===== config.mk =====
export PLATFORM = sky130hd
export DESIGN_NAME = module_management_control
export DESIGN_NICKNAME = d
export VERILOG_FILES = /design/src/include/mgmt_pkg.sv /design/src/rtl/module_management_control.sv
export VERILOG_INCLUDE_DIRS = /design/src /design/src/include
export SDC_FILE = /design/constraint.sdc
export NUM_CORES = 1
export LEC_CHECK = 0
export ABC_CLOCK_PERIOD_IN_PS = 4400
export BUFFER_PORTS_ARGS = -buffer_cell sky130_fd_sc_hd__buf_2
export CAP_MARGIN = 0
export CORE_ASPECT_RATIO = 0.6
export CORE_MARGIN = 10
export CORE_UTILIZATION = 63
export DETAILED_ROUTE_END_ITERATION = 7
export PLACE_DENSITY = 0.83
export SLEW_MARGIN = 20
export SYNTH_ARGS = -nofsm -noshare
export SYNTH_HDL_FRONTEND = slang
export SYNTH_SLANG_ARGS = --single-unit

===== constraint.sdc =====
create_clock -name clk_sys_i -period 4.4 [get_ports clk_sys_i]
set_input_delay 0.22 -clock clk_sys_i [delete_from_list [all_inputs] [get_ports clk_sys_i]]
set_output_delay 0.22 -clock clk_sys_i [all_outputs]
set_load 0.05 [all_outputs]

===== src/include/mgmt_defs.svh =====
// Offsets, field positions, reset values and timing counts of the management block.
// Assumes a 20 MHz system clock and a two-wire target port on sampled pins.
`ifndef MGMT_DEFS_SVH
`define MGMT_DEFS_SVH
`define CLK_HZ 20000000
`define DEV_ADDR 7'h50
`define OFS_GLOBAL_CTRL 8'h1A
`define OFS_PAGE_SEL 8'h7F
`define OFS_TX_DISABLE 8'h82
`define OFS_TX_SQ_OVR 8'h83
`define OFS_TX_FAULT 8'h87
`define OFS_RX_DISABLE 8'h8A
`define OFS_RX_SQ_OVR 8'h8B
`define OFS_RX_LOS 8'h93
`define OFS_RX_LOS_MASK 8'h9C
`define OFS_EQ_SET0 8'hA2
`define OFS_EQ_SET1 8'hC5
`define EQ_BYTES 8
`define PAGE_CTRL 8'h10
`define PAGE_FLAGS 8'h11
`define BIT_SW_RESET 3
`define BIT_FORCE_LP 4
`define BIT_LP_REQ 6
`define CTRL_RESET 8'h00
`define EQ_RSVD_LO 4'h8
`define EQ_RSVD_HI 4'hA
`define RESET_MIN_US 10
`define RESET_MIN_CYC ((`RESET_MIN_US * (`CLK_HZ / 1000000)) + 1)
`define MGMT_INIT_MS 2000
`define MGMT_INIT_CYC_DEF (`MGMT_INIT_MS * (`CLK_HZ / 1000))
`define SYNC_W 21
`define SYNC_RST 21'h00001F
`endif


===== src/include/mgmt_pkg.sv =====
// Types shared by the management block.
// Assumes the constants header is compiled alongside.
package mgmt_pkg;
    typedef enum logic [6:0] {
        ST_IDLE = 7'h01,
        ST_ADDR = 7'h02,
        ST_AACK = 7'h04,
        ST_WR = 7'h08,
        ST_WACK = 7'h10,
        ST_RD = 7'h20,
        ST_RACK = 7'h40
    } tws_state_t;
endpackage : mgmt_pkg


===== src/rtl/module_management_control.sv =====
// Management and control logic: two-wire target port, paged registers,
// low power, resets, lane disables, latched loss flags and interrupt.
// Assumes all pins are asynchronous to clk_sys_i and the serial clock is slow.
`timescale 1ns/1ns
`include "mgmt_defs.svh"
module module_management_control #(
    parameter int MGMT_INIT_CYC = `MGMT_INIT_CYC_DEF
) (
    input wire logic clk_sys_i,
    input wire logic nrst_i,
    input wire logic module_select_n_i,
    input wire logic hard_reset_pin_n_i,
    input wire logic low_power_pin_i,
    input wire logic scl_i,
    output logic scl_o,
    output logic scl_oe_o,
    input wire logic sda_i,
    output logic sda_o,
    output logic sda_oe_o,
    input wire logic [7:0] rx_los_i,
    input wire logic [7:0] tx_los_i,
    output logic interrupt_out_n_o,
    output logic low_power_o,
    output logic init_busy_o,
    output logic [3:0] tx_optical_off_o,
    output logic [7:0] rx_output_off_o,
    output logic [7:0] rx_squelch_o,
    output logic [7:0] tx_squelch_o,
    output mgmt_pkg::tws_state_t state_o
);
    import mgmt_pkg::*;

    generate
        if (MGMT_INIT_CYC < 1 || MGMT_INIT_CYC > 32'h7FFFFFFF)
        begin : g_bad
            $error("MGMT_INIT_CYC out of range");
        end
    endgenerate

    function automatic logic [4:0] eq_slot(input logic [7:0] a);
        logic [7:0] d0;
        logic [7:0] d1;
        d0 = a - `OFS_EQ_SET0;
        d1 = a - `OFS_EQ_SET1;
        if (d0 < `EQ_BYTES)
            eq_slot = {2'b10, d0[2:0]};
        else if (d1 < `EQ_BYTES)
            eq_slot = {2'b11, d1[2:0]};
        else
            eq_slot = 5'h00;
    endfunction : eq_slot

    function automatic logic [3:0] eq_keep(input logic [3:0] old_c, input logic [3:0] new_c);
        if (new_c >= `EQ_RSVD_LO && new_c <= `EQ_RSVD_HI)
            eq_keep = old_c;
        else
            eq_keep = new_c;
    endfunction : eq_keep

    logic [`SYNC_W-1:0] sync1_reg;
    logic [`SYNC_W-1:0] sync2_reg;
    always_ff @(posedge clk_sys_i)
    begin
        if (!nrst_i)
        begin
            sync1_reg <= `SYNC_RST;
            sync2_reg <= `SYNC_RST;
        end
        else
        begin
            sync1_reg <= {tx_los_i, rx_los_i, low_power_pin_i, hard_reset_pin_n_i,
                module_select_n_i, sda_i, scl_i};
            sync2_reg <= sync1_reg;
        end
    end

    logic scl_s;
    logic sda_s;
    logic desel_s;
    logic pin_rst_n_s;
    logic lp_pin_s;
    logic [7:0] rx_los_s;
    logic [7:0] tx_los_s;
    assign scl_s = sync2_reg[0];
    assign sda_s = sync2_reg[1];
    assign desel_s = sync2_reg[2];
    assign pin_rst_n_s = sync2_reg[3];
    assign lp_pin_s = sync2_reg[4];
    assign rx_los_s = sync2_reg[12:5];
    assign tx_los_s = sync2_reg[20:13];

    // A short glitch on the reset pin is not a reset; only a held low level counts.
    logic [7:0] pin_low_cnt_reg;
    logic sw_rst_reg;
    logic mod_rst;
    always_ff @(posedge clk_sys_i)
    begin
        if (!nrst_i || pin_rst_n_s)
            pin_low_cnt_reg <= 8'h00;
        else if (pin_low_cnt_reg != 8'(`RESET_MIN_CYC))
            pin_low_cnt_reg <= pin_low_cnt_reg + 8'h01;
    end
    assign mod_rst = !nrst_i || sw_rst_reg || (pin_low_cnt_reg == 8'(`RESET_MIN_CYC));

    logic [31:0] init_cnt_reg;
    always_ff @(posedge clk_sys_i)
    begin
        if (mod_rst)
            init_cnt_reg <= 32'(MGMT_INIT_CYC);
        else if (init_cnt_reg != 32'h0)
            init_cnt_reg <= init_cnt_reg - 32'h1;
    end

    logic scl_q;
    logic sda_q;
    logic scl_rise;
    logic scl_fall;
    logic bus_start;
    logic bus_stop;
    always_ff @(posedge clk_sys_i)
    begin
        if (!nrst_i)
        begin
            scl_q <= 1'b1;
            sda_q <= 1'b1;
        end
        else
        begin
            scl_q <= scl_s;
            sda_q <= sda_s;
        end
    end
    // Edges are found by sampling, which holds while the serial clock stays slow.
    assign scl_rise = scl_s && !scl_q;
    assign scl_fall = !scl_s && scl_q;
    assign bus_start = scl_s && scl_q && sda_q && !sda_s;
    assign bus_stop = scl_s && scl_q && !sda_q && sda_s;

    tws_state_t state_reg;
    logic [7:0] sh_reg;
    logic [7:0] tx_reg;
    logic [3:0] cnt_reg;
    logic rw_reg;
    logic first_reg;
    logic [7:0] ptr_reg;
    logic wr_reg;
    logic [7:0] wr_addr_reg;
    logic [7:0] wr_data_reg;
    logic rd_reg;
    logic [7:0] rd_addr_reg;
    logic [7:0] rd_data;
    logic [7:0] page_reg;

    always_ff @(posedge clk_sys_i)
    begin
        wr_reg <= 1'b0;
        rd_reg <= 1'b0;
        if (mod_rst || desel_s)
        begin
            state_reg <= ST_IDLE;
            sda_oe_o <= 1'b0;
            cnt_reg <= 4'h0;
            sh_reg <= 8'h00;
            tx_reg <= 8'h00;
            rw_reg <= 1'b0;
            first_reg <= 1'b0;
            wr_addr_reg <= 8'h00;
            wr_data_reg <= 8'h00;
            rd_addr_reg <= 8'h00;
            if (mod_rst)
                ptr_reg <= 8'h00;
        end
        else if (bus_start)
        begin
            state_reg <= ST_ADDR;
            sda_oe_o <= 1'b0;
            cnt_reg <= 4'h0;
        end
        else if (bus_stop)
        begin
            state_reg <= ST_IDLE;
            sda_oe_o <= 1'b0;
        end
        else
        begin
            case (state_reg)
                ST_ADDR:
                begin
                    if (scl_rise)
                    begin
                        sh_reg <= {sh_reg[6:0], sda_s};
                        cnt_reg <= cnt_reg + 4'h1;
                    end
                    else if (scl_fall && cnt_reg == 4'h8)
                    begin
                        if (sh_reg[7:1] == `DEV_ADDR)
                        begin
                            state_reg <= ST_AACK;
                            sda_oe_o <= 1'b1;
                            rw_reg <= sh_reg[0];
                        end
                        else
                            state_reg <= ST_IDLE;
                    end
                end
                ST_AACK, ST_RACK:
                begin
                    if (scl_rise && state_reg == ST_RACK)
                    begin
                        if (sda_s)
                            state_reg <= ST_IDLE;
                        else
                            cnt_reg <= 4'h1;
                    end
                    else if (scl_fall && (state_reg == ST_AACK || cnt_reg == 4'h1))
                    begin
                        if (rw_reg)
                        begin
                            tx_reg <= rd_data;
                            sda_oe_o <= !rd_data[7];
                            cnt_reg <= 4'h1;
                            state_reg <= ST_RD;
                            rd_reg <= 1'b1;
                            rd_addr_reg <= ptr_reg;
                            ptr_reg <= ptr_reg + 8'h01;
                        end
                        else
                        begin
                            sda_oe_o <= 1'b0;
                            cnt_reg <= 4'h0;
                            first_reg <= 1'b1;
                            state_reg <= ST_WR;
                        end
                    end
                end
                ST_WR:
                begin
                    if (scl_rise)
                    begin
                        sh_reg <= {sh_reg[6:0], sda_s};
                        cnt_reg <= cnt_reg + 4'h1;
                    end
                    else if (scl_fall && cnt_reg == 4'h8)
                    begin
                        sda_oe_o <= 1'b1;
                        state_reg <= ST_WACK;
                        first_reg <= 1'b0;
                        if (first_reg)
                            ptr_reg <= sh_reg;
                        else
                        begin
                            wr_reg <= 1'b1;
                            wr_addr_reg <= ptr_reg;
                            wr_data_reg <= sh_reg;
                            ptr_reg <= ptr_reg + 8'h01;
                        end
                    end
                end
                ST_WACK:
                begin
                    if (scl_fall)
                    begin
                        sda_oe_o <= 1'b0;
                        cnt_reg <= 4'h0;
                        state_reg <= ST_WR;
                    end
                end
                ST_RD:
                begin
                    if (scl_fall)
                    begin
                        if (cnt_reg == 4'h8)
                        begin
                            sda_oe_o <= 1'b0;
                            cnt_reg <= 4'h0;
                            state_reg <= ST_RACK;
                        end
                        else
                        begin
                            sda_oe_o <= !tx_reg[6];
                            tx_reg <= {tx_reg[6:0], 1'b0};
                            cnt_reg <= cnt_reg + 4'h1;
                        end
                    end
                end
                default:
                begin
                    sda_oe_o <= 1'b0;
                end
            endcase
        end
    end

    logic [7:0] ctrl_reg;
    logic [7:0] tx_dis_reg;
    logic [7:0] rx_dis_reg;
    logic [7:0] los_mask_reg;
    logic [7:0] eq_mem [0:15];
    logic [4:0] wr_slot;
    assign wr_slot = eq_slot(wr_addr_reg);

    always_ff @(posedge clk_sys_i)
    begin
        sw_rst_reg <= 1'b0;
        if (mod_rst)
        begin
            ctrl_reg <= `CTRL_RESET;
            page_reg <= 8'h00;
            tx_dis_reg <= 8'h00;
            rx_dis_reg <= 8'h00;
            los_mask_reg <= 8'h00;
        end
        else if (wr_reg)
        begin
            if (wr_addr_reg == `OFS_GLOBAL_CTRL)
            begin
                ctrl_reg <= wr_data_reg & ~(8'h01 << `BIT_SW_RESET);
                sw_rst_reg <= wr_data_reg[`BIT_SW_RESET] && pin_rst_n_s;
            end
            else if (wr_addr_reg == `OFS_PAGE_SEL)
                page_reg <= wr_data_reg;
            else if (page_reg == `PAGE_CTRL && wr_addr_reg == `OFS_TX_DISABLE)
                tx_dis_reg <= wr_data_reg;
            else if (page_reg == `PAGE_CTRL && wr_addr_reg == `OFS_RX_DISABLE)
                rx_dis_reg <= wr_data_reg;
            else if (page_reg == `PAGE_FLAGS && wr_addr_reg == `OFS_RX_LOS_MASK)
                los_mask_reg <= wr_data_reg;
        end
    end
    // Squelch override and fault bytes fall through the decode above untouched.

    // Equalization storage has no reset; software must load it before use.
    always_ff @(posedge clk_sys_i)
    begin
        if (wr_reg && page_reg == `PAGE_CTRL && wr_slot[4])
        begin
            eq_mem[wr_slot[3:0]] <= {eq_keep(eq_mem[wr_slot[3:0]][7:4], wr_data_reg[7:4]),
                eq_keep(eq_mem[wr_slot[3:0]][3:0], wr_data_reg[3:0])};
        end
    end

    logic [7:0] los_flag_reg;
    logic [7:0] fault_flag_reg;
    logic clr_los;
    logic clr_fault;
    assign clr_los = rd_reg && page_reg == `PAGE_FLAGS && rd_addr_reg == `OFS_RX_LOS;
    assign clr_fault = rd_reg && page_reg == `PAGE_FLAGS && rd_addr_reg == `OFS_TX_FAULT;
    always_ff @(posedge clk_sys_i)
    begin
        if (mod_rst)
        begin
            los_flag_reg <= 8'h00;
            fault_flag_reg <= 8'h00;
        end
        else
        begin
            // A loss seen in the clearing cycle survives the clear.
            los_flag_reg <= rx_los_s | (los_flag_reg & ~{8{clr_los}});
            fault_flag_reg <= fault_flag_reg & ~{8{clr_fault}};
        end
    end

    always_comb
    begin
        logic [4:0] rs;
        rs = eq_slot(ptr_reg);
        rd_data = 8'h00;
        if (ptr_reg == `OFS_GLOBAL_CTRL)
            rd_data = ctrl_reg;
        else if (ptr_reg == `OFS_PAGE_SEL)
            rd_data = page_reg;
        else if (page_reg == `PAGE_CTRL && ptr_reg == `OFS_TX_DISABLE)
            rd_data = tx_dis_reg;
        else if (page_reg == `PAGE_CTRL && ptr_reg == `OFS_RX_DISABLE)
            rd_data = rx_dis_reg;
        else if (page_reg == `PAGE_CTRL && rs[4])
            rd_data = eq_mem[rs[3:0]];
        else if (page_reg == `PAGE_FLAGS && ptr_reg == `OFS_TX_FAULT)
            rd_data = fault_flag_reg;
        else if (page_reg == `PAGE_FLAGS && ptr_reg == `OFS_RX_LOS)
            rd_data = los_flag_reg;
        else if (page_reg == `PAGE_FLAGS && ptr_reg == `OFS_RX_LOS_MASK)
            rd_data = los_mask_reg;
    end

    logic [7:0] tx_off_pairs;
    genvar gi;
    generate
        for (gi = 0; gi < 4; gi++)
        begin : g_pair
            assign tx_off_pairs[gi] = tx_dis_reg[2*gi] | tx_dis_reg[2*gi+1];
        end
    endgenerate
    assign tx_off_pairs[7:4] = 4'h0;

    always_ff @(posedge clk_sys_i)
    begin
        if (mod_rst)
        begin
            interrupt_out_n_o <= 1'b1;
            low_power_o <= 1'b0;
            init_busy_o <= 1'b1;
            tx_optical_off_o <= 4'h0;
            rx_output_off_o <= 8'h00;
            rx_squelch_o <= 8'h00;
            tx_squelch_o <= 8'h00;
            scl_o <= 1'b0;
            scl_oe_o <= 1'b0;
            sda_o <= 1'b0;
            state_o <= ST_IDLE;
        end
        else
        begin
            interrupt_out_n_o <= !(|(los_flag_reg & ~los_mask_reg));
            low_power_o <= ctrl_reg[`BIT_FORCE_LP] ||
                (ctrl_reg[`BIT_LP_REQ] && lp_pin_s);
            init_busy_o <= init_cnt_reg > 32'h1;
            tx_optical_off_o <= tx_off_pairs[3:0];
            rx_output_off_o <= rx_dis_reg;
            rx_squelch_o <= rx_los_s;
            tx_squelch_o <= tx_los_s;
            scl_o <= 1'b0;
            scl_oe_o <= 1'b0;
            sda_o <= 1'b0;
            state_o <= state_reg;
        end
    end
endmodule : module_management_control


==> flow_results.org, run 1 <==
** Global route
- For this run the aggregate overflow at the end of global routing stands at 0.
- Number of global-route vias before repair :: about 11000
- The first global-routing pass estimated between 60 and 70 mm of wire.
- Entering global routing, the biggest net connects 72 pins.
- Total global routing track utilization :: 0.265
- Number of antenna violations at the first check in global routing :: 1

** Timing
- Max Clock Freq :: between 200 and 300 MHz
- Final period util :: 0.858
- Setup Viol. Count Final :: 0
- Final count of pins violating max slew :: 0
- On the final layout, the worst clock skew is around 21 ps.
- The number of hold violations in the final report was 0.
- Minimum period implied by the final worst setup slack :: 3770 ps
- At the pin with the least slew margin, the transition time is 1070 ps.
- Measured against its own limit, the worst slew margin works out to 0.285.
- Setup repair after global routing missed its margin :: false
- Summed over all failing endpoints, the final setup total negative slack is 0 ps.

** CTS
- Post-CTS setup repair buffer count :: 0
- Clock Tree Root :: clkbuf_16
- Maximum clock path buffer count :: 3
- At the later pin of the worst-skew pair, clock insertion delay measures between 500 and 600 ps.
- The clock drives approximately 370 sinks.
- TritonCTS built the clock tree.
- H-tree Lvls :: 2
- Clock-pin slew on the worst setup and hold paths :: approximately 70 ps
- In this run, CTS created clock tree buffers numbering 34.

** Worst setup path
- Kind of launch point of the worst setup path :: register
- Slack of the worst reg-to-reg path :: about 630 ps
- For the worst flop-to-flop path, the logic depth is 10.
- Worst Path Required :: 4830 ps
- Class of the most critical setup path :: reg2reg
- Reg-to-Reg End :: tx_reg[5]
- Endpoint kind of the worst setup timing path :: register
- Critical path peak fanout :: 22
- Crit Reg-Reg Startpoint :: ptr_reg[2]
- Data arrives at the worst endpoint at 4210 ps.

** Final layout
- Non-Filler Instances :: approximately 1900
- Of the cells placed in the final design, the portion with a size suffix greater than 1 is 0.114.
- # nets final :: around 1600
- Number of flip-flops in the largest register :: about 130
- The area growth from synthesis to layout is 12.5%.
- N_diodes :: 0

** Worst hold path
- In this run the most critical hold path is launched from nrst_i.
- Counting instances, the worst hold path has a depth of 2.
- The worst hold path terminates at sync2_reg[2].
- The min-delay analysis places its worst path in the category in2reg.

** Synth
- Of the post-synthesis cell area, the dominant cell type holds 0.301.
- Among all flip-flop cells after synthesis, the most frequent one is dfxtp_1.
- Dividing the synthesized area by the synthesized cell count gives slightly above 10 µm².
- Post-synth cell types :: between 80 and 90
- The synthesized design contains about 140 enable-type register cells.
- Synthesis produced 1499 cells.
- Ranking of synthesized cells by area :: dfxtp_1, edfxtp_1, mux2i_1
- The synthesized design spends more area on one cell type than any other, namely dfxtp_1.
- For this run, the number of Yosys warnings is 0.
- After synthesis the cells add up to about 0.016 mm².
- Cell with the most instances after synthesis :: dfxtp_1
- The commonest cells after synthesis are dfxtp_1, nor2_1, nand2_1, edfxtp_1, mux2i_1.
- Of all flip-flops after synthesis, the portion carrying an async set or reset was 0.
- Of the synthesized area, sequential elements account for 0.564.
- Number of flip-flops and latches in the synthesized netlist :: around 370

** Drt
- Final wirelength :: around 43 mm
- The first TritonRoute pass finished after 6 iterations.
- The detail route stage leaves a number of antenna-violating nets equal to 0.
- DRC viols :: 0
- In this run, the number of DRC markers left after iteration 0 of detailed routing was around 1600.
- Post-detailed-route wirelength per cell :: about 23 µm
- Total via count in the routed design :: approximately 12000
- Using the TritonRoute via totals, the vias-per-cell ratio works out to ~6.3.

** Pwr
- In this run the power density over the cells is between 300 and 400 mW/mm².
- IR analysis of the VDD net gives a maximum drop of approximately 0.31 mV.
- Internal Pwr Total :: ~5.3 mW
- Of the total power, the clock network draws 0.425.
- The share of total power dissipated in sequential elements is 0.530.
- Switching share of power :: 0.225
- Net switching power of the design :: 1.53 mW
- Share of total power in combinational logic :: 0.045
- Summed over all cells, the static leakage comes to about 6.2 nW.
- The design draws roughly 6.8 mW.

** Flow run
- Count of maximum capacitance violations :: 0

** Place
- Routability-driven placement finished with a final weighted congestion of 0.998.
- Detailed placement finished with a half-perimeter wire length of between 20 and 30 mm.
- In this run the tool buffered the top-level ports with 61 buffer cells.
- In this run, placement finished with an instance count of 1840.

** Die
- For this configuration, the core starts out at a cell density of 0.641.
- Total core area :: ~0.024 mm²
- The floorplan has 44 rows.
- Measured along the y axis, the die boundary spans between 100 and 150 µm.
- Count of boundary I/O pins :: 65
- In this run the horizontal extent of the chip is about 220 µm.
- Die area :: ~0.032 mm²

** Run status
- The run finished with clean final reports.
power by group through the flow:
stage	clock [mW]	combinational (mW)	sequential, mW
2_1_floorplan	0	0.202	3.69
3_3_place_gp	0	0.274	3.68
3_5_place_dp	0	0.279	3.69
4_1_cts	2.90	0.300	3.61
5_1_grt	3.04	0.332	3.62
6_report	2.90	0.307	3.61
what timing repair did:
item / 4_1_cts / 5_1_grt
gates resized for setup: 0 / 0
endpoints found under the hold margin: 21 / 0
hold buffers: 21 / 0
area by class of cell:
cell class,count,area [µm²]
Clock inverter,14,123
Multi-Input combinational cell,1022,6360
Timing Repair Buffer,111,733
Inverter,37,139
Clock buffer,46,956
Sequential cell,369,8750
Fill cell,1693,6760
Tap cell,322,403
cell families (layout without fill, tap and decap cells):
logic type,Yosys count,after routing,synth area share
buffers and inverters,110,208,0.0289
other,1,3,0.000242
and+or+nand+nor,620,620,0.199
DFF,369,369,0.564
muxes,88,88,0.0577
adders and majority gates,20,20,0.0161
AOI/OAI and AO/OA,245,245,0.108
xor gates and xnor gates,46,46,0.0260
worst max-delay path, cell delays in order (launching register included):
cell and delay [ps]:
edfxtp_1 730, inv_1 180, ha_1 270, o31a_1 340
nand2b_1 390, o21ai_4 390, buf_4 430, mux2_2 370
a2bb2oi_1 130, a211o_1 310, o211a_1 120
routing by layer:
metal,vias to the layer above,GRT usage,routed length [µm]
met3,70,0.0962,6290
li1,5476,-,-
met2,731,0.362,17500
met5,-,0,13
met1,5877,0.390,18900
met4,2,0.0538,618
cell usage in the layout, fill, tap and decap left out, types with 27 or more instances in the layout:
| cell | netlist | layout |
|---|---|---|
| a21oi_1 | 76 | 76 |
| and2_1 | 76 | 76 |
| buf_2 | 11 | 61 |
| buf_4 | 6 | 29 |
| clkbuf_16 | 0 | 34 |
| dfxtp_1 | 233 | 233 |
| edfxtp_1 | 136 | 136 |
| inv_1 | 37 | 37 |
| mux2i_1 | 77 | 76 |
| nand2_1 | 153 | 153 |
| nand2b_1 | 28 | 27 |
| nor2_1 | 188 | 188 |
| nor3_1 | 35 | 35 |
| xnor2_1 | 31 | 31 |
how the worst max path moves through the flow:
stage               start   endpoint  slack (ps)
6_report       ptr_reg[2]  tx_reg[5]         630
5_1_grt        ptr_reg[2]  tx_reg[5]         470
4_1_cts        ptr_reg[2]  tx_reg[5]         650
3_5_place_dp   ptr_reg[2]  tx_reg[5]         660
3_3_place_gp   ptr_reg[2]  tx_reg[5]         800
2_1_floorplan  ptr_reg[0]  tx_reg[5]        1370
per-stage QoR:
stage / hold slack (ps) / util / worst slack, ps / cell area [µm²]
final: 222 / 0.721 / 626 / 17500
after global routing: 270 / 0.721 / 470 / 17500
after CTS: 218 / 0.721 / 654 / 17500
after detailed placement: 398 / 0.668 / 660 / 16200
after global placement: 400 / 0.668 / 802 / 16200
after floorplan: 321 / - / 1370 / 15500
Power figures use the tool's default switching activity.
==> inputs of run 2 (changes only) <==
--- a/config.mk
+++ b/config.mk
@@ -6,14 +6,14 @@
 export SDC_FILE = /design/constraint.sdc
 export NUM_CORES = 1
 export LEC_CHECK = 0
-export ABC_CLOCK_PERIOD_IN_PS = 4400
+export ABC_CLOCK_PERIOD_IN_PS = 3990
 export BUFFER_PORTS_ARGS = -buffer_cell sky130_fd_sc_hd__buf_2
 export CAP_MARGIN = 0
 export CORE_ASPECT_RATIO = 0.6
 export CORE_MARGIN = 10
-export CORE_UTILIZATION = 63
+export CORE_UTILIZATION = 61
 export DETAILED_ROUTE_END_ITERATION = 7
-export PLACE_DENSITY = 0.83
+export PLACE_DENSITY = 0.81
 export SLEW_MARGIN = 20
 export SYNTH_ARGS = -nofsm -noshare
 export SYNTH_HDL_FRONTEND = slang
==> constraint.sdc (replaced) <==
create_clock -name clk_sys_i -period 3.99 [get_ports clk_sys_i]
set_input_delay 0.1995 -clock clk_sys_i [delete_from_list [all_inputs] [get_ports clk_sys_i]]
set_output_delay 0.1995 -clock clk_sys_i [all_outputs]
set_load 0.05 [all_outputs]
==> run 2 against run 1 <==
Compared with the run above: final cell count rose by 0.88%; sequential power rose by 10%; via count fell by 1.2%; largest cell class unchanged.
==> flow_results.org, run 2 (synthesis results as in run 1) <==
** Run status
- Result of the run :: finished, final reports clean

** Worst setup path
- Number of cells on the worst reg-to-reg path :: 11
- The critical path ends at tx_reg[0].
- Worst Path Required :: 4460 ps
- The setup path with the least slack is of type reg2reg.
- Arr. time, crit path :: approximately 4000 ps
- Cell with the largest stage delay on the worst path :: o21ai_4
- Endpoint kind of the worst setup timing path :: register
- The largest single stage delay on the critical path is 710 ps.
- Critical path peak fanout :: 23
- Crit Reg-Reg Startpoint :: ptr_reg[1]
- Traced cell by cell, the critical path runs through inv_1 -> ha_1 -> a21oi_1 -> nor4bb_1 -> a21oi_1 -> o21ai_4 -> buf_4 -> mux2i_1 -> mux2i_1 -> o22ai_1 -> o31ai_1.
- Crit. Startpoint :: ptr_reg[1]
- The worst register-to-register path has a setup slack of 450 ps.
- The endpoint identified for the worst register-to-register timing path is tx_reg[0].
- STA classifies the critical path startpoint as a register.

** Timing
- Setup violations remaining at the end of the flow were counted as 0.
- The clock arrives with approximately 13 ps of skew.
- The count of pins over their slew limit is 0.
- Subtracting the final worst setup slack from the clock period gives 3540 ps.
- Max Clock Freq :: 282 MHz
- Setup repair after global routing missed its margin :: false
- Transition time at the pin with the least slew margin :: between 1000 and 1500 ps
- Slew headroom :: 0.225
- Least setup slack across all paths after layout :: 449 ps
- Final Hold Vio Count :: 0
- Summed over all failing endpoints, the final setup total negative slack is 0 ps.
- Of the available clock period, the critical path in the final layout requires 0.887.

** Flow run
- The tool flagged a number of max-cap violations equal to 0.

** Final layout
- Filler Cells Inserted :: 1864
- At the end of the flow the core is filled with cells to 0.698.
- Fraction of layout cells with a size suffix above 1 :: 0.121
- In the layout the commonest cells are dfxtp_1, nor2_1, nand2_1.
- Flip-flop and latch area :: 0.00875 mm²
- The number of antenna diodes in the final layout is 0.
- For this run, the post-layout net count is approximately 1600.
- Most common library cell in the layout ignoring fill and taps :: dfxtp_1
- Area growth, synth to finish :: 13.2%
- The register with the most flip-flops in the layout has between 100 and 150 of them.
- The multi-input combinational cells in the finished layout cover a total of between 0.006 and 0.007 mm².
- Non-Filler Instances :: 1938

** CTS
- Clock-pin slew was measured on the worst setup and hold paths at 80 ps.
- Count of clock tree sinks :: around 370
- Post-CTS setup repair buffer count :: 0
- In this run the deepest clock path goes through 3 buffers.
- H-tree Lvls :: 1
- The clock reaches the later pin of the worst-skew pair after roughly 590 ps.
- TritonCTS built the clock tree.
- Clock tree synthesis inserted a total of 31 buffers.
- The number of gates resized after CTS was 0.
- Clock Tree Root :: clkbuf_16

** Die
- Number of core rows :: 45
- Total core area :: 0.0252 mm²
- Count of boundary I/O pins :: 65
- Die area :: 0.0324 mm²
- The initial utilization of the core area, before any placement, comes to 0.617.
- The floorplan step set the die height to ~140 µm.
- From left edge to right edge, the die measures about 230 µm.

** Global route
- Wire length of the first global-routing pass :: 66.4 mm
- Total global routing track utilization :: 0.264
- Total global routing overflow :: 0
- Entering global routing, the biggest net connects around 70 pins.
- The number of antenna violations at the first check in global routing was 0.
- Number of global-route vias before repair :: between 10000 and 15000

** Place
- Summed over all nets, the half-perimeter wirelength after detailed placement is 29.7 mm.
- In this run the tool buffered the top-level ports with 61 buffer cells.
- Routability-driven placement finished with a final weighted congestion of around 1.1.
- Setup Slack @ Placement :: about 560 ps
- Number of placed instances, taps included :: roughly 1900

** Drt
- Total via count in the routed design :: roughly 12000
- Per-cell via count in the routed design :: around 6.2
- Count of antenna-violating nets left after detailed routing :: 0
- Post-detailed-route wirelength per cell :: between 20 and 25 µm
- The first TritonRoute pass finished after 6 iterations.
- Final wirelength :: 43.1 mm
- For this run, design rule violations remaining after detail routing come to 0.
- For this block, the initial DRC count from the detailed router was 1623.

** Pwr
- Worst supply voltage drop on vdd :: approximately 0.34 mV
- Leakage dissipation :: ~6.3 nW
- Clock power share :: 0.419
- Power spread over the standard cell area amounts to ~420 mW/mm².
- PnR Total Power :: between 7 and 8 mW
- Share of total power in combinational logic :: 0.046
- The internal portion of the total power is 5.77 mW.
- Net switching power of the design :: ~1.7 mW
- The share of total power dissipated in sequential elements is 0.535.
- Of the total power, the share spent switching nets is 0.225.

** Worst hold path
- The startpoint identified for the worst hold timing path is nrst_i.
- The worst hold path belongs to the class in2reg.
run 2: cell types whose count changed in the layout (fill, tap and decap cells not counted), moves of 2 or more:
cell        change
clkinv_2        -3
clkbuf_8        -3
clkinvlp_4      +2
clkbuf_1        -5
buf_4          +14
inv_1           +3
clkinv_4        +2
run 2: power groups by stage:
stage	Combinational, mW	Sequential (mW)	Clock [mW]
5_1_grt	0.367	3.98	3.31
4_1_cts	0.334	3.98	3.15
6_report	0.341	3.98	3.12
2_1_floorplan	0.223	4.07	0
3_5_place_dp	0.313	4.06	0
3_3_place_gp	0.306	4.06	0
run 2: layer usage:
layer,wire length [µm],GRT usage
met1,19200,0.389
met3,6000,0.0999
met5,0,0
met4,751,0.0460
met2,17200,0.359
run 2: per-stage QoR:
stage / cell area (µm²) / hold WS, ps
after detailed placement: 16300 / 385
final: 17600 / 168
after floorplan: 15500 / 301
after global routing: 17600 / 206
after CTS: 17600 / 149
after global placement: 16300 / 381
run 2: worst max-delay path: cells and delay by family, from the launching register on:
| family | cells | cell delay [ps] |
|---|---|---|
| flops | 1 | 520 |
| fa+ha+maj | 1 | 190 |
| buf+inv | 2 | 640 |
| mux | 2 | 350 |
| compound gates | 5 | 1330 |
| simple gates | 1 | 370 |
run 2: area by class of cell:
type / instances / area share
clock buffers: 38 / 0.0510
clock inverters: 18 / 0.00926
inverters: 37 / 0.00791
multi-input cells: 1022 / 0.363
flip-flops and latches: 369 / 0.498
well taps: 329 / 0.0234
repair buffers: 125 / 0.0477
run 2: what timing repair did:
action                                  CTS  global route
endpoints found under the setup margin    0             0
hold buffers                             21             0
endpoints found under the hold margin    21             0
run 2: how the worst min path moves through the flow:
stage | to | slack (ps) | cells past startpoint
CTS | sync2_reg[1] | 150 | 2
detailed placement | sync1_reg[2] | 380 | 2
global placement | sync1_reg[1] | 380 | 2
finish | sync1_reg[3] | 170 | 2
global route | sync1_reg[4] | 210 | 2
floorplan | sync1_reg[0] | 300 | 1
==> inputs of run 3 (changes only) <==
--- a/config.mk
+++ b/config.mk
@@ -8,12 +8,12 @@
 export LEC_CHECK = 0
 export ABC_CLOCK_PERIOD_IN_PS = 3990
 export BUFFER_PORTS_ARGS = -buffer_cell sky130_fd_sc_hd__buf_2
-export CAP_MARGIN = 0
+export CAP_MARGIN = 40
 export CORE_ASPECT_RATIO = 0.6
 export CORE_MARGIN = 10
 export CORE_UTILIZATION = 61
 export DETAILED_ROUTE_END_ITERATION = 7
-export PLACE_DENSITY = 0.81
+export PLACE_DENSITY_LB_ADDON = 0.3
 export SLEW_MARGIN = 20
 export SYNTH_ARGS = -nofsm -noshare
 export SYNTH_HDL_FRONTEND = slang
==> run 3 against run 2 <==
Compared with the run above: worst hold slack got worse by 67 ps; utilization is 0.19 points lower; worst setup slack worse by 3.6 ps; die area stayed put; final cell count increased by 0.10%; non-clock buffer count shrank 1; sequential power hardly changed; critical endpoint is now tx_reg[1]; flip-flop and latch count unchanged; largest power group unchanged.
==> flow_results.org, run 3 (synthesis results as in run 1) <==
** Timing
- Summed over all failing endpoints, the final setup total negative slack is 0 ps.
- In the finished design, the share of the clock period the worst path needs comes to 0.888.
- Setup repair after global routing missed its margin :: false
- On the final layout, the worst clock skew is ~24 ps.
- For this run, the top clock speed supported by timing is between 200 and 300 MHz.
- The count of pins over their slew limit is 0.
- Slew headroom :: 0.356
- Setup violations remaining at the end of the flow were counted as 0.
- At the pin with the least slew margin, the transition time is ~970 ps.
- Final hold slack :: 101 ps
- The clock period could shrink to between 3000 and 4000 ps.
- The number of hold violations in the final report is 0.

** Worst setup path
- STA puts the critical path data required time at roughly 4500 ps.
- Cells traversed along the worst timing path :: inv_1 -> ha_1 -> nand3b_1 -> o31a_1 -> nand2b_1 -> o21ai_4 -> buf_12 -> mux2i_1 -> a311oi_1 -> o2111ai_1 -> a21oi_1
- On the worst path, the slowest cell contributes a delay of around 600 ps.
- Kind of launch point of the worst setup path :: register
- Critical path peak fanout :: 21
- Class of the most critical setup path :: reg2reg
- The worst setup path is captured at a register.
- Cell with the largest stage delay on the worst path :: edfxtp_1
- Arr. time, crit path :: just over 4000 ps

** Place
- Post-DP HPWL :: about 30 mm
- Number of placed instances, taps included :: between 1500 and 2000
- In this run the tool buffered the top-level ports with 61 buffer cells.
- RD Place Congestion :: roughly 1.0

** Drt
- For this block, the routed nets add up to 42.5 mm of wire.
- In this run the remaining antenna-violating nets after routing total 0.
- In the routed layout, each cell is associated on average with a via count of a little over 6.
- After detailed routing, the number of remaining DRC violations is 0.
- Post-detailed-route wirelength per cell :: approximately 22 µm
- In this run, the number of DRC markers left after iteration 0 of detailed routing was about 1500.
- The first detailed-routing pass ran for 8 iterations.
- The detailed router placed between 10000 and 15000 vias in this run.

** Die
- Effective utilization at floorplan :: 0.617
- The floorplan step defined a die boundary enclosing 0.0324 mm².
- Number of core rows :: 45
- 65 I/O pins were placed.
- In this run the vertical extent of the chip is roughly 140 µm.
- The die is ~230 µm wide.
- The floorplan step defined a core boundary enclosing about 0.025 mm².

** Run status
- The flow ran to the end, and the final reports show no timing, DRC or antenna violations.

** Final layout
- The register with the most flip-flops in the layout has 128 of them.
- Leaving out fill and tap cells, the most frequent cell in the layout is dfxtp_1.
- In the layout the commonest cells are dfxtp_1, nor2_1, nand2_1.
- Filler Cells Inserted :: 1816
- In the final layout, the share of cells above drive strength 1 is 0.119.
- Measured on the finished design, the core utilization comes to 0.696.
- The finished layout holds ~1900 standard cells, fillers aside.
- From synthesis to final layout, the design area changed by 12.9%.
- The final layout contains between 1500 and 2000 nets.

** Global route
- The via count of the first global-routing pass was roughly 11000.
- Total global routing overflow :: 0
- The first global-routing pass estimated 65.8 mm of wire.
- Pin count of the biggest net entering global routing :: 72
- Number of antenna violations at the first check in global routing :: 1
- Total global routing track utilization :: 0.261

** Pwr
- For this design the ratio of total power to cell area is around 420 mW/mm².
- Worst supply voltage drop on vdd :: 0.373 mV
- Leakage dissipation :: 6.25 nW

** CTS
- Latest clock arrival within the worst-skew pair :: around 610 ps
- The clock passes through at most 3 buffers.
- TritonCTS built the clock tree.
- Clock-pin slew was measured on the worst setup and hold paths at around 70 ps.
- CTS built an H-tree with a depth of 1.
- TritonCTS Buffers :: 31
- Post-CTS repair changed the size of 0 cells.
- Clock Tree Root :: clkbuf_16
- Count of clock tree sinks :: between 300 and 400

** Flow run
- Across the run, the number of max-cap violations was 0.

** Worst hold path
- The worst hold path belongs to the class in2reg.
[run 3: per-layer routing]
metal / GRT usage / up-vias / part of all wire
met5: 0 / - / 0
met4: 0.0566 / 0 / 0.019
met3: 0.0954 / 69 / 0.13
met2: 0.357 / 634 / 0.40
met1: 0.383 / 5731 / 0.45
li1: - / 5493 / -
[run 3: worst max-delay path, delay by kind of cell, from the launching register on]
family | cells | cell delay, ps
compound gates | 5 | 1370
fa+ha+maj | 1 | 260
mux | 1 | 120
flops | 1 | 600
buf+inv | 2 | 460
simple gates | 2 | 680
[run 3: timing repair]
action | CTS | global route
buffers inserted | 0 | 0
hold endpoints to repair | 21 | 0
hold buffers | 21 | 0
[run 3: cell type report]
cell class                 count  area (µm²)  area share
sequential                   369        8750       0.499
clock buffer                  44         875      0.0499
clock inverter                14         126     0.00722
antenna                        1        2.50    0.000143
multi-input combinational   1022        6360       0.363
inverter                      37         139     0.00793
timing repair buffer         124         851      0.0486
tap                          329         412      0.0235
[run 3: report_power, final]
part | leakage [nW] | internal [mW] | switching, mW | total (mW)
logic | 2.89 | 0.131 | 0.205 | 0.336
clock network | 0.507 | 1.63 | 1.40 | 3.03
registers | 2.86 | 3.93 | 0.0506 | 3.98
total | 6.25 | 5.69 | 1.66 | 7.35
[run 3: worst paths after layout]
check / startpoint / end / slack, ps / cells after the start
min reg2reg: sync1_reg[3] / sync2_reg[3] / 410 / 1
max reg2reg: ptr_reg[2] / tx_reg[1] / 450 / 11
min: nrst_i / sync2_reg[2] / 100 / 3
max: ptr_reg[2] / tx_reg[1] / 450 / 11
[run 3: stage by stage]
step	instance area, µm²	worst slack, ps	power [mW]
2_1_floorplan	15500	959	4.29
3_3_place_gp	16300	719	4.37
3_5_place_dp	16300	588	4.38
4_1_cts	17500	569	7.35
5_1_grt	17500	196	7.54
6_report	17500	445	7.35
